[src/rtl/pic_cfg.svh]
// constants for the prioritized interrupt controller
`ifndef PIC_CFG_SVH
`define PIC_CFG_SVH
`define PIC_NUM_SRC 10
`define PIC_NUM_EXT 4
`define PIC_NUM_INT 6
`define PIC_SRC_SLOT 0
`define PIC_SRC_LINE3 1
`define PIC_SRC_BRIDGE 2
`define PIC_SRC_ABORT 3
`define PIC_SRC_FIRST_TIMER 4
`define PIC_SRC_WATCHDOG 6
`define PIC_LEVEL_TOP 3'h7
`define PIC_ABORT_PRIO 2'h3
`define PIC_MASK_MSB 10
`define PIC_MASK_LSB 8
`define PIC_AUTOVEC_BASE 8'h18
`define PIC_WDT_CLOCKS_00 1024
`define PIC_RST_LEVEL 3'h0
`define PIC_RST_VECTOR 8'h00
`define PIC_RST_ADDR 32'h0000_0000
`endif

[src/rtl/pic_pkg.sv]
// types shared by the prioritized interrupt controller
package pic_pkg;
	typedef struct packed {
		logic [2:0] level;
		logic [1:0] prio;
		logic autovec;
	} pic_src_cfg_t;
	typedef struct packed {
		logic [1:0] prio;
		logic autovec;
	} pic_ext_cfg_t;
	typedef enum logic [0:0] {
		PIC_IDLE,
		PIC_ACK
	} pic_state_t;
endpackage

[src/rtl/pic_controller.sv]
// prioritized interrupt controller with acknowledge and vector generation
// Functional notes
// [RULE1] seven levels 1..7; the highest pending level is shown to the core
// [RULE2] a request above the status word mask is acknowledged after the instruction ends
// [RULE3] a vectored source supplies its vector number during acknowledge
// [RULE4] autovectored sources get an internally generated vector per level
// [RULE5] four active-low external lines, level set 1,3,5,7 or 2,4,6,7
// [RULE6] board set-up selects levels 1,3,5,7 for the external lines
// [RULE7] six internal sources: two timers, watchdog, two serial channels, two-wire
// [RULE8] any internal source takes any level, plus relative priority 0..3
// [RULE9] set-up puts the watchdog at level 7, priority 2, vectored
// [RULE10] set-up puts serial channels and two-wire at level 3, autovector, priorities 2,1,0
// [RULE11] set-up puts timers at level 5, autovector, priorities 3 and 2
// [RULE12] software never gives two sources the same level and priority
// [RULE13] abort line is non-maskable level 7 priority 3, autovectored
// [RULE14] line 1 comes from the slot interrupt, line 5 from the bridge
// [RULE15] the mask sits in the 16-bit status word
// [RULE16] handler address is the vector base pointer plus four times the vector
// [RULE17] timeout select 00 gives 1024 clocks; watchdog off unless enabled
// [RULE18] highest level first, then highest relative priority
// [RULE19] level 7 is taken even when the mask is 7
`timescale 1ns/1ns
`default_nettype none
`include "pic_cfg.svh"
module pic_controller
	import pic_pkg::*;
#(
	parameter int WDT_CLOCKS_01 = 8192,
	parameter int WDT_CLOCKS_10 = 32768,
	parameter int WDT_CLOCKS_11 = 65536
) (
	// clock and reset
	input wire logic core_clk,
	input wire logic resetn,
	// external request lines, active low
	input wire logic slot_request_line_n,
	input wire logic level3_request_line_n,
	input wire logic bridge_request_line_n,
	input wire logic abort_request_line_n,
	input wire logic ext_level_set,
	input wire pic_ext_cfg_t [2:0] ext_cfg,
	// internal sources and their configuration
	input wire logic first_timer_req,
	input wire logic second_timer_req,
	input wire logic first_serial_channel_req,
	input wire logic second_serial_channel_req,
	input wire logic two_wire_module_req,
	input wire pic_src_cfg_t [5:0] int_cfg,
	// watchdog control
	input wire logic watchdog_enable,
	input wire logic [1:0] watchdog_timeout_select,
	input wire logic watchdog_service,
	// core side
	input wire logic [15:0] processor_status_word,
	input wire logic [31:0] vector_base_pointer,
	input wire logic instr_done,
	// vector answer from a vectored source
	input wire logic src_vec_valid,
	input wire logic [7:0] src_vector,
	// outputs
	output logic [2:0] pending_level,
	output logic iack_active,
	output logic [2:0] iack_level,
	output logic [`PIC_NUM_SRC-1:0] iack_grant,
	output logic vector_valid,
	output logic [7:0] vector_num,
	output logic [31:0] handler_addr,
	output logic watchdog_timeout
);
	logic [`PIC_NUM_SRC-1:0] req;
	logic [`PIC_NUM_SRC-1:0] elig;
	pic_src_cfg_t [`PIC_NUM_SRC-1:0] cfg;
	logic [2:0] mask;
	logic best_found;
	logic [3:0] best_idx;
	logic [4:0] best_key;
	pic_state_t state, next_state;
	logic ack_auto, next_ack_auto;
	logic next_iack_active, next_vector_valid;
	logic [2:0] next_iack_level, next_pending_level;
	logic [`PIC_NUM_SRC-1:0] next_iack_grant;
	logic [7:0] next_vector_num;
	logic [31:0] next_handler_addr;
	logic [16:0] wdt_cnt, next_wdt_cnt, wdt_limit;
	logic next_watchdog_timeout;

	// mask field of the 16-bit status word
	assign mask = processor_status_word[`PIC_MASK_MSB:`PIC_MASK_LSB]; // see [RULE15]

	// request vector, external lines are active low
	assign req = {two_wire_module_req, second_serial_channel_req, first_serial_channel_req,
		watchdog_timeout, second_timer_req, first_timer_req,
		~abort_request_line_n, ~bridge_request_line_n, ~level3_request_line_n,
		~slot_request_line_n}; // see [RULE7] see [RULE14]

	// per-source configuration and eligibility against the mask
	for (genvar i = 0; i < `PIC_NUM_SRC; i++) begin : g_src
		if (i == `PIC_SRC_ABORT) begin : g_abort
			// abort switch cannot answer with a vector, so it is fixed autovector
			assign cfg[i] = '{level: `PIC_LEVEL_TOP, prio: `PIC_ABORT_PRIO, autovec: 1'b1}; // see [RULE13]
		end else if (i < `PIC_NUM_EXT) begin : g_ext
			// line k sits at 2k+1 or 2k+2 depending on the level set
			assign cfg[i] = '{level: 3'(2 * i + 1) + {2'h0, ext_level_set},
				prio: ext_cfg[i].prio, autovec: ext_cfg[i].autovec}; // see [RULE5]
		end else begin : g_int
			assign cfg[i] = int_cfg[i - `PIC_NUM_EXT]; // see [RULE8]
		end
		// level 7 ignores the mask so it can never be blocked
		assign elig[i] = req[i] && (cfg[i].level != 3'h0) &&
			((cfg[i].level > mask) || (cfg[i].level == `PIC_LEVEL_TOP)); // see [RULE2] see [RULE19]
	end

	// pick the highest level, then the highest relative priority
	always_comb begin
		best_found = 1'b0;
		best_idx = 4'h0;
		best_key = 5'h00;
		for (int i = 0; i < `PIC_NUM_SRC; i++) begin
			// ties keep the lower index; equal pairs are a software fault anyway
			if (elig[i] && (!best_found || {cfg[i].level, cfg[i].prio} > best_key)) begin
				best_found = 1'b1;
				best_idx = 4'(i);
				best_key = {cfg[i].level, cfg[i].prio}; // see [RULE18]
			end
		end
	end

	// acknowledge sequence next values
	always_comb begin
		next_state = state;
		next_ack_auto = ack_auto;
		next_iack_active = iack_active;
		next_iack_level = iack_level;
		next_iack_grant = iack_grant;
		next_vector_num = vector_num;
		next_handler_addr = handler_addr;
		next_vector_valid = 1'b0;
		next_pending_level = best_found ? best_key[4:2] : 3'h0; // see [RULE1]
		case (state)
			PIC_IDLE: begin
				// only between instructions, so the current one always completes
				if (instr_done && best_found) begin
					next_state = PIC_ACK;
					next_iack_active = 1'b1;
					next_iack_level = best_key[4:2];
					next_iack_grant = '0;
					next_iack_grant[best_idx] = 1'b1;
					next_ack_auto = cfg[best_idx].autovec; // see [RULE2]
				end
			end
			PIC_ACK: begin
				if (ack_auto || src_vec_valid) begin
					if (ack_auto) begin
						next_vector_num = `PIC_AUTOVEC_BASE + {5'h00, iack_level}; // see [RULE4]
					end else begin
						next_vector_num = src_vector; // see [RULE3]
					end
					next_handler_addr = vector_base_pointer +
						{22'h000000, next_vector_num, 2'h0}; // see [RULE16]
					next_vector_valid = 1'b1;
					next_iack_active = 1'b0;
					next_iack_grant = '0;
					next_state = PIC_IDLE;
				end
			end
			default: begin
				next_state = PIC_IDLE;
				next_iack_active = 1'b0;
				next_iack_grant = '0;
			end
		endcase
	end

	// acknowledge sequence registers
	always_ff @(posedge core_clk or negedge resetn) begin
		if (!resetn) begin
			state <= PIC_IDLE;
			ack_auto <= 1'b0;
			iack_active <= 1'b0;
			iack_level <= `PIC_RST_LEVEL;
			iack_grant <= '0;
			vector_num <= `PIC_RST_VECTOR;
			handler_addr <= `PIC_RST_ADDR;
			vector_valid <= 1'b0;
			pending_level <= `PIC_RST_LEVEL;
		end else begin
			state <= next_state;
			ack_auto <= next_ack_auto;
			iack_active <= next_iack_active;
			iack_level <= next_iack_level;
			iack_grant <= next_iack_grant;
			vector_num <= next_vector_num;
			handler_addr <= next_handler_addr;
			vector_valid <= next_vector_valid;
			pending_level <= next_pending_level;
		end
	end

	// watchdog timeout length per select value
	always_comb begin
		case (watchdog_timeout_select)
			2'h0: wdt_limit = 17'(`PIC_WDT_CLOCKS_00); // see [RULE17]
			2'h1: wdt_limit = 17'(WDT_CLOCKS_01);
			2'h2: wdt_limit = 17'(WDT_CLOCKS_10);
			default: wdt_limit = 17'(WDT_CLOCKS_11);
		endcase
	end

	// watchdog count; a timeout in the service cycle still raises the flag
	always_comb begin
		next_wdt_cnt = wdt_cnt;
		next_watchdog_timeout = watchdog_timeout;
		if (!watchdog_enable) begin
			next_wdt_cnt = 17'h00000; // see [RULE17]
			next_watchdog_timeout = 1'b0;
		end else begin
			if (watchdog_service) begin
				next_wdt_cnt = 17'h00000;
				next_watchdog_timeout = 1'b0;
			end else begin
				next_wdt_cnt = wdt_cnt + 17'h00001;
			end
			if (wdt_cnt + 17'h00001 >= wdt_limit) begin
				next_wdt_cnt = 17'h00000;
				next_watchdog_timeout = 1'b1;
			end
		end
	end

	// watchdog registers
	always_ff @(posedge core_clk or negedge resetn) begin
		if (!resetn) begin
			wdt_cnt <= 17'h00000;
			watchdog_timeout <= 1'b0;
		end else begin
			wdt_cnt <= next_wdt_cnt;
			watchdog_timeout <= next_watchdog_timeout;
		end
	end
endmodule
`default_nettype wire

[config.mk]
export PLATFORM = sky130hd
export DESIGN_NAME = pic_controller
export DESIGN_NICKNAME = d
export VERILOG_FILES = /design/src/rtl/pic_pkg.sv /design/src/rtl/pic_controller.sv
export VERILOG_INCLUDE_DIRS = /design/src /design/src/rtl
export SDC_FILE = /design/constraint.sdc
export NUM_CORES = 1
export LEC_CHECK = 0
export ABC_AREA = 0
export BUFFER_PORTS_ARGS = -buffer_cell sky130_fd_sc_hd__buf_2
export CELL_PAD_IN_SITES_DETAIL_PLACEMENT = 0
export CELL_PAD_IN_SITES_GLOBAL_PLACEMENT = 1
export CORE_MARGIN = 3
export CORE_UTILIZATION = 42
export DETAILED_ROUTE_END_ITERATION = 10
export MAX_ROUTING_LAYER = met4
export PLACE_DENSITY = 0.9
export SLEW_MARGIN = 10
export SYNTH_ARGS = -nofsm -noshare
export SYNTH_HDL_FRONTEND = slang
export SYNTH_SLANG_ARGS = --single-unit
[constraint.sdc]
create_clock -name core_clk -period 19.25 [get_ports core_clk]
set_input_delay 1.925 -clock core_clk [delete_from_list [all_inputs] [get_ports core_clk]]
set_output_delay 1.925 -clock core_clk [all_outputs]
set_load 0.01 [all_outputs]
# After elaboration in Yosys (flattened, before gate mapping)
# Cells that the tools add are included.
# totals
inputBits	119
elab_cells	182
regBits	78
# op_classes
bitwise	5
muxes	55
addsub	6
magnitude_cmp	21
reduce_logical	70
n_eq_ne	14
# op_table
operator	count
17-bit two-way mux	3
17-bit one-hot mux with 3 select lines	1
5-bit two-way mux	9
4-bit two-way mux	9
5-bit greater-than comparator	7
32-bit by 10-bit adder with 32-bit output	1
1-bit logical AND	29
3-bit nonzero test	9
6-bit binary-select mux with 4-bit select	1
3-bit == test (second input constant)	8
3-bit greater-than comparator	8
8-bit two-way mux	3
1-bit two-way mux	22
10-bit two-way mux	2
10-bit one-hot mux with 2 select lines	1
1-bit logical OR	19
17-bit by 1-bit adder with 17-bit output (second input constant)	1
17-bit >= comparator	1
1-bit zero test	9
5-bit by 3-bit adder with 6-bit output (first input constant)	1
2-bit AND reduction	3
5-bit by 4-bit greater-than comparator with 1-bit output	1
5-bit greater-than comparator (first input constant)	1
4-bit by 5-bit less-than comparator with 1-bit output (second input constant)	1
16 further kinds	21

# Logic depth before layout (Yosys ltp)
# depth
word_depth	47
mapped_depth	85

# Worst setup path before layout
# OpenSTA, ideal clock, no wires.
# synth_timing
path_type	input to register
startpoint	in processor_status_word[9]
endpoint	reg ack_auto
t_required_ns	19.122
t_arrival_ns	14.324
path_stages	82
setup_slack_ns	4.798
cell_sequence	inv_1 -> ha_1 -> a31oi_1 -> o21a_1 -> nor2_1 -> a21oi_1 -> ha_1 -> nor2b_1 -> o211a_1 -> o21ai_0 -> a31o_1 -> nor2_1 -> a21o_1 -> nand2_1 -> inv_1 -> ha_1 -> a21o_1 -> nand3_1 -> [46 not listed] -> a21oi_1 -> nor2_1 -> inv_1 -> a21o_1 -> ha_1 -> nor2b_1 -> o21ai_0 -> nand2b_1 -> a21oi_1 -> nor2b_1 -> o22ai_1 -> a21oi_1 -> clkbuf_1 -> or2_2 -> nor2_1 -> mux2i_1 -> nor4_1 -> nor3_1
# synth_between
elab_chain_len	42
elab_cells_between_ends	95
# synth_rtl
element	line_no	text
start: declaration	pic_controller.sv:54	input wire logic [15:0] processor_status_word,
2-bit by 3-bit greater-than comparator with 1-bit output	pic_controller.sv:110	((cfg[i].level > mask) || (cfg[i].level == `PIC_LEVEL_TOP));
1-bit logical OR	pic_controller.sv:110	
1-bit logical AND	pic_controller.sv:109	assign elig[i] = req[i] && (cfg[i].level != 3'h0) &&
4-bit two-way mux or 1-bit two-way mux (tied branches)	pic_controller.sv:120	if (elig[i] && (!best_found || {cfg[i].level, cfg[i].prio} > best_key)) begin
5-bit by 4-bit greater-than comparator with 1-bit output or 1-bit zero test (tied branches)	pic_controller.sv:120	
1-bit logical OR	pic_controller.sv:120	
1-bit logical AND	pic_controller.sv:120	
5-bit two-way mux or 1-bit two-way mux (tied branches)	pic_controller.sv:120	
[26 not listed]	n/a	
1-bit logical AND	pic_controller.sv:120	
5-bit two-way mux or 1-bit two-way mux (tied branches)	pic_controller.sv:120	
5-bit greater-than comparator or 1-bit zero test (tied branches)	pic_controller.sv:120	
1-bit logical OR	pic_controller.sv:120	
1-bit logical AND	pic_controller.sv:120	
4-bit two-way mux or 1-bit two-way mux (tied branches)	pic_controller.sv:120	
6-bit binary-select mux with 4-bit select or 1-bit logical AND (tied branches)	pic_controller.sv:148, pic_controller.sv:142	
1-bit two-way mux (not written as such) or 2-bit AND reduction (tied branches)	n/a	
end signal: assignment	pic_controller.sv:188	ack_auto <= next_ack_auto;
end: declaration	pic_controller.sv:78	logic ack_auto, next_ack_auto;
# Several ways; a longest one is shown, not always the timed one. The select of a mux whose other input is x is not followed.
# A chain may end at the register's enable or synchronous reset.

# Final worst setup path
# layout_timing
startpoint	in ext_level_set
endpoint	reg iack_grant[2]
# layout_between
elab_chain_len	47
elab_cells_between_ends	95
# layout_rtl
element	line_no	text
start: declaration	pic_controller.sv:40	input wire logic ext_level_set,
1-bit by 1-bit adder with 2-bit output	pic_controller.sv:103	assign cfg[i] = '{level: 3'(2 * i + 1) + {2'h0, ext_level_set},
2-bit by 3-bit greater-than comparator with 1-bit output, or another cell as far along	pic_controller.sv:110	
1-bit logical OR or 1-bit logical AND (tied branches)	pic_controller.sv:110, pic_controller.sv:109	
1-bit logical AND	pic_controller.sv:109	
4-bit two-way mux or 1-bit two-way mux (tied branches)	pic_controller.sv:120	
5-bit by 4-bit greater-than comparator with 1-bit output or 1-bit zero test (tied branches)	pic_controller.sv:120	
1-bit logical OR	pic_controller.sv:120	
1-bit logical AND	pic_controller.sv:120	
[31 not listed]	n/a	
1-bit logical AND	pic_controller.sv:120	
4-bit two-way mux	pic_controller.sv:120	
4-bit by 5-bit less-than comparator with 1-bit output (not written as such) or 4-bit by 1-bit >= comparator with 1-bit output (tied branches)	pic_controller.sv:147	next_iack_grant[best_idx] = 1'b1;
1-bit logical AND (not written as such)	pic_controller.sv:147	
1-bit two-way mux (not written as such)	pic_controller.sv:147	
1-bit demux with 4-bit select	pic_controller.sv:147	
10-bit two-way mux	pic_controller.sv:142	if (instr_done && best_found) begin
10-bit one-hot mux with 2 select lines	pic_controller.sv:139	case (state)
end signal: assignment	pic_controller.sv:191	iack_grant <= next_iack_grant;
end: declaration	pic_controller.sv:64	output logic [`PIC_NUM_SRC-1:0] iack_grant,
# Several ways; a longest one is shown, not always the timed one. The select of a mux whose other input is x is not followed.

==> report_table.html <==
<table>
<tr><th>Metric</th><th>Value</th></tr>
<tr><th colspan="2">Routing</th></tr>
<tr><td>Average wire per cell in the routed design</td><td>15.0 µm</td></tr>
<tr><td>Count of unresolved DRC violations after routing</td><td>0</td></tr>
<tr><td>Via density per instance</td><td>5.33</td></tr>
<tr><td>Detailed Routing Iterations Pass 1</td><td>5</td></tr>
<tr><td>DRC marker count from the first detailed-route iteration</td><td>328</td></tr>
<tr><td>Routed via count</td><td>6012</td></tr>
<tr><td>Final wirelength</td><td>16900 µm</td></tr>
<tr><td>Final antenna-violating net count</td><td>0</td></tr>
<tr><th colspan="2">CTS</th></tr>
<tr><td>TritonCTS Sinks</td><td>78</td></tr>
<tr><td>Cell at the root of the clock tree</td><td>sky130_fd_sc_hd__clkbuf_16</td></tr>
<tr><td>TritonCTS clock tree</td><td>yes</td></tr>
<tr><td>Total CTS buffers</td><td>9</td></tr>
<tr><td>Insertion delay to the later sink of the worst-skew pair</td><td>330 ps</td></tr>
<tr><td>H-tree Lvls</td><td>3</td></tr>
<tr><td>Clock input transition at the sequential cells of the worst setup and hold paths</td><td>60 ps</td></tr>
<tr><td>Post CTS Setup Buffer Count</td><td>0</td></tr>
<tr><td>CTS Hold Buffers Added</td><td>0</td></tr>
<tr><td>Buffer depth of the longest clock path</td><td>2</td></tr>
<tr><td>Number of cells upsized or downsized after cts</td><td>0</td></tr>
<tr><th colspan="2">Worst setup path</th></tr>
<tr><td>Cell family with the largest share of critical-path delay</td><td>compound AO/OA/AOI/OAI gates</td></tr>
<tr><td>Count of buffer and inverter cells on the critical path</td><td>6</td></tr>
<tr><td>Worst endpoint data arrival time</td><td>17370 ps</td></tr>
<tr><td>Worst EP required</td><td>19470 ps</td></tr>
<tr><td>Peak per-stage delay on the critical path</td><td>870 ps</td></tr>
<tr><td>Type of origin of the critical path</td><td>primary input</td></tr>
<tr><td>Largest driver fanout on the critical path</td><td>16</td></tr>
<tr><td>Reg-to-Reg End</td><td>iack_grant[2]</td></tr>
<tr><td>Crit path capture</td><td>iack_grant[2]</td></tr>
<tr><td>Element type at the critical path end</td><td>flop</td></tr>
<tr><td>Reg2Reg Setup Slack</td><td>11250 ps</td></tr>
<tr><td>Depth of the worst register-to-register path</td><td>36</td></tr>
<tr><td>Library cell contributing the largest single delay on the critical path</td><td>sky130_fd_sc_hd__a21oi_1</td></tr>
<tr><td>CP Depth</td><td>76</td></tr>
<tr><td>Launch point of the worst path</td><td>ext_level_set</td></tr>
<tr><td>Type of the worst setup path</td><td>in -&gt; reg</td></tr>
<tr><td>Launch point of the worst reg-to-reg path</td><td>watchdog_timeout</td></tr>
<tr><th colspan="2">Timing</th></tr>
<tr><td>Max_slew headroom</td><td>26.8%</td></tr>
<tr><td>Setup slack after layout</td><td>2100 ps</td></tr>
<tr><td>Max Clock Freq</td><td>0.0583 GHz</td></tr>
<tr><td>Final Hold Violating Endpoints</td><td>0</td></tr>
<tr><td>Actual transition at the worst max-transition pin</td><td>1100 ps</td></tr>
<tr><td>Unrepaired setup endpoints after global routing</td><td>false</td></tr>
<tr><td>Layout Skew</td><td>7.64 ps</td></tr>
<tr><td>Final cycle utilization of the critical path</td><td>89.1%</td></tr>
<tr><td>Total Negative Setup Slacks</td><td>0 ps</td></tr>
<tr><td>Pins over their slew limit</td><td>0</td></tr>
<tr><td>Setup violations, final</td><td>0</td></tr>
<tr><td>Time the final worst path needs with I/O delays and setup</td><td>17150 ps</td></tr>
<tr><th colspan="2">Floorplanning</th></tr>
<tr><td>Die Wd</td><td>130 µm</td></tr>
<tr><td>Height of the die</td><td>130 µm</td></tr>
<tr><td>Starting density of the core</td><td>43.8%</td></tr>
<tr><td>Row count</td><td>44</td></tr>
<tr><td>Die area</td><td>17000 µm²</td></tr>
<tr><td>I/O Pins</td><td>178</td></tr>
<tr><td>Total core area</td><td>14900 µm²</td></tr>
<tr><th colspan="2">Place</th></tr>
<tr><td>Port bufs</td><td>164</td></tr>
<tr><td>Routability congestion estimate from global placement</td><td>0.905</td></tr>
<tr><td>Placement-stage cell area</td><td>7500 µm²</td></tr>
<tr><td>Dpl ws</td><td>1930 ps</td></tr>
<tr><td>Detailed placer's ending HPWL</td><td>13500 µm</td></tr>
<tr><th colspan="2">Global routing</th></tr>
<tr><td>First-pass GRT wire length</td><td>27000 µm</td></tr>
<tr><td>Number of global-route vias before repair</td><td>5510</td></tr>
<tr><td>Total congestion overflow</td><td>0</td></tr>
<tr><td>All-layer global routing usage</td><td>20.1%</td></tr>
<tr><td>Number of antenna violations at the first check in global routing</td><td>0</td></tr>
<tr><td>Pin count of the biggest net entering global routing</td><td>79</td></tr>
<tr><th colspan="2">Synth</th></tr>
<tr><td>Synthesized area</td><td>6500 µm²</td></tr>
<tr><td>Post-synthesis sequential area ratio</td><td>30.0%</td></tr>
<tr><td>Register bit total from synthesis</td><td>78</td></tr>
<tr><td>Synthesized Nets</td><td>970</td></tr>
<tr><td>Number of enable-type register cells in the synthesized netlist</td><td>0</td></tr>
<tr><td>Cell variety after synth</td><td>68</td></tr>
<tr><td>Proportion of register bits with asynchronous set or reset after synthesis</td><td>100%</td></tr>
<tr><td>Yosys warnings</td><td>0</td></tr>
<tr><td>Mean cell area of the mapped netlist</td><td>8.31 µm²</td></tr>
<tr><td>Synthesized instance count</td><td>783</td></tr>
<tr><td>Dominant register cell in the synthesized netlist</td><td>sky130_fd_sc_hd__dfrtp_1</td></tr>
<tr><th colspan="2">Cells and area</th></tr>
<tr><td>Number of diodes</td><td>0</td></tr>
<tr><td>Area growth from synthesis to layout</td><td>19.9%</td></tr>
<tr><td>Most frequent standard cell in the layout excluding fill and tap cells</td><td>sky130_fd_sc_hd__buf_2</td></tr>
<tr><td>Final std cell area, no fill</td><td>7800 µm²</td></tr>
<tr><td>Layout cells sized above 1</td><td>22.5%</td></tr>
<tr><td>Most frequent cells in the layout</td><td>sky130_fd_sc_hd__buf_2, sky130_fd_sc_hd__nand2_1, sky130_fd_sc_hd__dfrtp_1</td></tr>
<tr><td>Fill count</td><td>1457</td></tr>
<tr><td>Final layout net count</td><td>1128</td></tr>
<tr><th colspan="2">Hold path</th></tr>
<tr><td>Number of cells traversed by the worst hold path</td><td>2</td></tr>
<tr><td>Worst min path class</td><td>reg -&gt; reg</td></tr>
<tr><th colspan="2">Power</th></tr>
<tr><td>LEAKAGE</td><td>3.89 nW</td></tr>
<tr><td>VDD IR-drop max</td><td>0.0000619 V</td></tr>
<tr><td>Power density of the placed cells</td><td>102 nW/µm²</td></tr>
<tr><th colspan="2">Run status</th></tr>
<tr><td>Result of the run</td><td>complete, no violations</td></tr>
<tr><th colspan="2">Flow run</th></tr>
<tr><td>Max_cap viols</td><td>0</td></tr>
</table>
-- layout make-up --
type | instances | area, µm² | share of cell area [%]
clock buffer | 12 | 256 | 3.29
clock inverter | 3 | 43.8 | 0.561
inverter | 53 | 199 | 2.55
multi-input combinational | 634 | 4290 | 55.0
sequential | 78 | 1950 | 25.0
tap | 184 | 230 | 2.95
timing repair buffer | 165 | 831 | 10.6
-- worst min path at each step --
stage / startpoint / to / slack (ps)
final: handler_addr[29] / handler_addr[29] / 470
after global routing: handler_addr[29] / handler_addr[29] / 490
after CTS: vector_num[3] / vector_num[3] / 470
after detailed placement: vector_num[3] / vector_num[3] / 460
after global placement: vector_num[2] / vector_num[2] / 450
after floorplan: wdt_cnt[0] / wdt_cnt[0] / 460
-- worst reg2reg max path, delay by kind of cell (launching register included) --
family	cells	cell delay, ps
AO/OA/AOI/OAI	17	3200
adder cells (fa/ha/maj)	3	830
buffers and inverters	1	280
flip-flops	1	410
multiplexers	2	690
AND/OR/NAND/NOR	13	2490
-- state kept, by name, summed over array words and instances (netlist names) --
name              count
vector_num            8
iack_level            3
vector_valid          1
wdt_cnt              17
watchdog_timeout      1
handler_addr         32
ack_auto              1
pending_level         3
state                 1
iack_grant           10
iack_active           1
-- synth_stat cells, types with 5 or more instances --
cell type	count	share of area, %
sky130_fd_sc_hd__nand3_1	25	1.9
sky130_fd_sc_hd__a21o_1	19	2.2
sky130_fd_sc_hd__a31oi_1	10	0.96
sky130_fd_sc_hd__nand2_1	107	6.2
sky130_fd_sc_hd__xor2_1	19	2.6
sky130_fd_sc_hd__o21a_1	11	1.3
sky130_fd_sc_hd__ha_1	67	13
sky130_fd_sc_hd__nor2b_1	19	1.8
sky130_fd_sc_hd__mux2_2	16	2.8
sky130_fd_sc_hd__mux2i_1	13	2.0
sky130_fd_sc_hd__nor2_1	76	4.4
sky130_fd_sc_hd__nor3_1	10	0.77
sky130_fd_sc_hd__xnor2_1	24	3.2
sky130_fd_sc_hd__dfrtp_1	78	30
sky130_fd_sc_hd__o22ai_1	5	0.48
sky130_fd_sc_hd__a21boi_0	5	0.58
sky130_fd_sc_hd__o21ai_0	63	4.8
sky130_fd_sc_hd__nand2b_1	10	0.96
sky130_fd_sc_hd__a32o_1	7	1.1
sky130_fd_sc_hd__a21oi_1	39	3.0
sky130_fd_sc_hd__o211ai_1	6	0.69
sky130_fd_sc_hd__and3_1	9	0.87
sky130_fd_sc_hd__clkbuf_1	17	0.98
sky130_fd_sc_hd__nand4_1	15	1.4
sky130_fd_sc_hd__inv_1	52	3.0
-- per-layer routing --
metal  up-vias  share of wire (%)  wire length [µm]  global-route usage, %
met3        13                4.2               717                   2.93
met5         -                  0                 0                      -
met4         0                1.2               201                   4.11
met1      2747                 47              7980                   27.1
met2       150                 47              8010                   32.3
li1       3102                  -                 -                      -
-- where the power goes --
part	switching, mW	internal [mW]
clock network	0.0624	0.107
logic	0.220	0.154
registers	0.0326	0.221
total	0.315	0.482
-- stage by stage --
stage	std cells	hold slack, ps	power (mW)	utilization, %
floorplan	783	461	0.497	-
global placement	1114	454	0.624	50.5
detailed placement	1114	457	0.631	50.5
CTS	1129	472	0.805	52.5
global route	1129	490	0.867	52.5
finish	1129	469	0.797	52.5
-- cells by family after synthesis --
logic type,count (synthesis),synth area share (%)
buf+inv,71,4.21
flops,78,30.0
compound gates,198,20.5
simple gates,295,21.3
mux,30,5.00
fa+ha+maj,68,13.2
xor+xnor,43,5.79
Power figures use the tool's default switching activity.
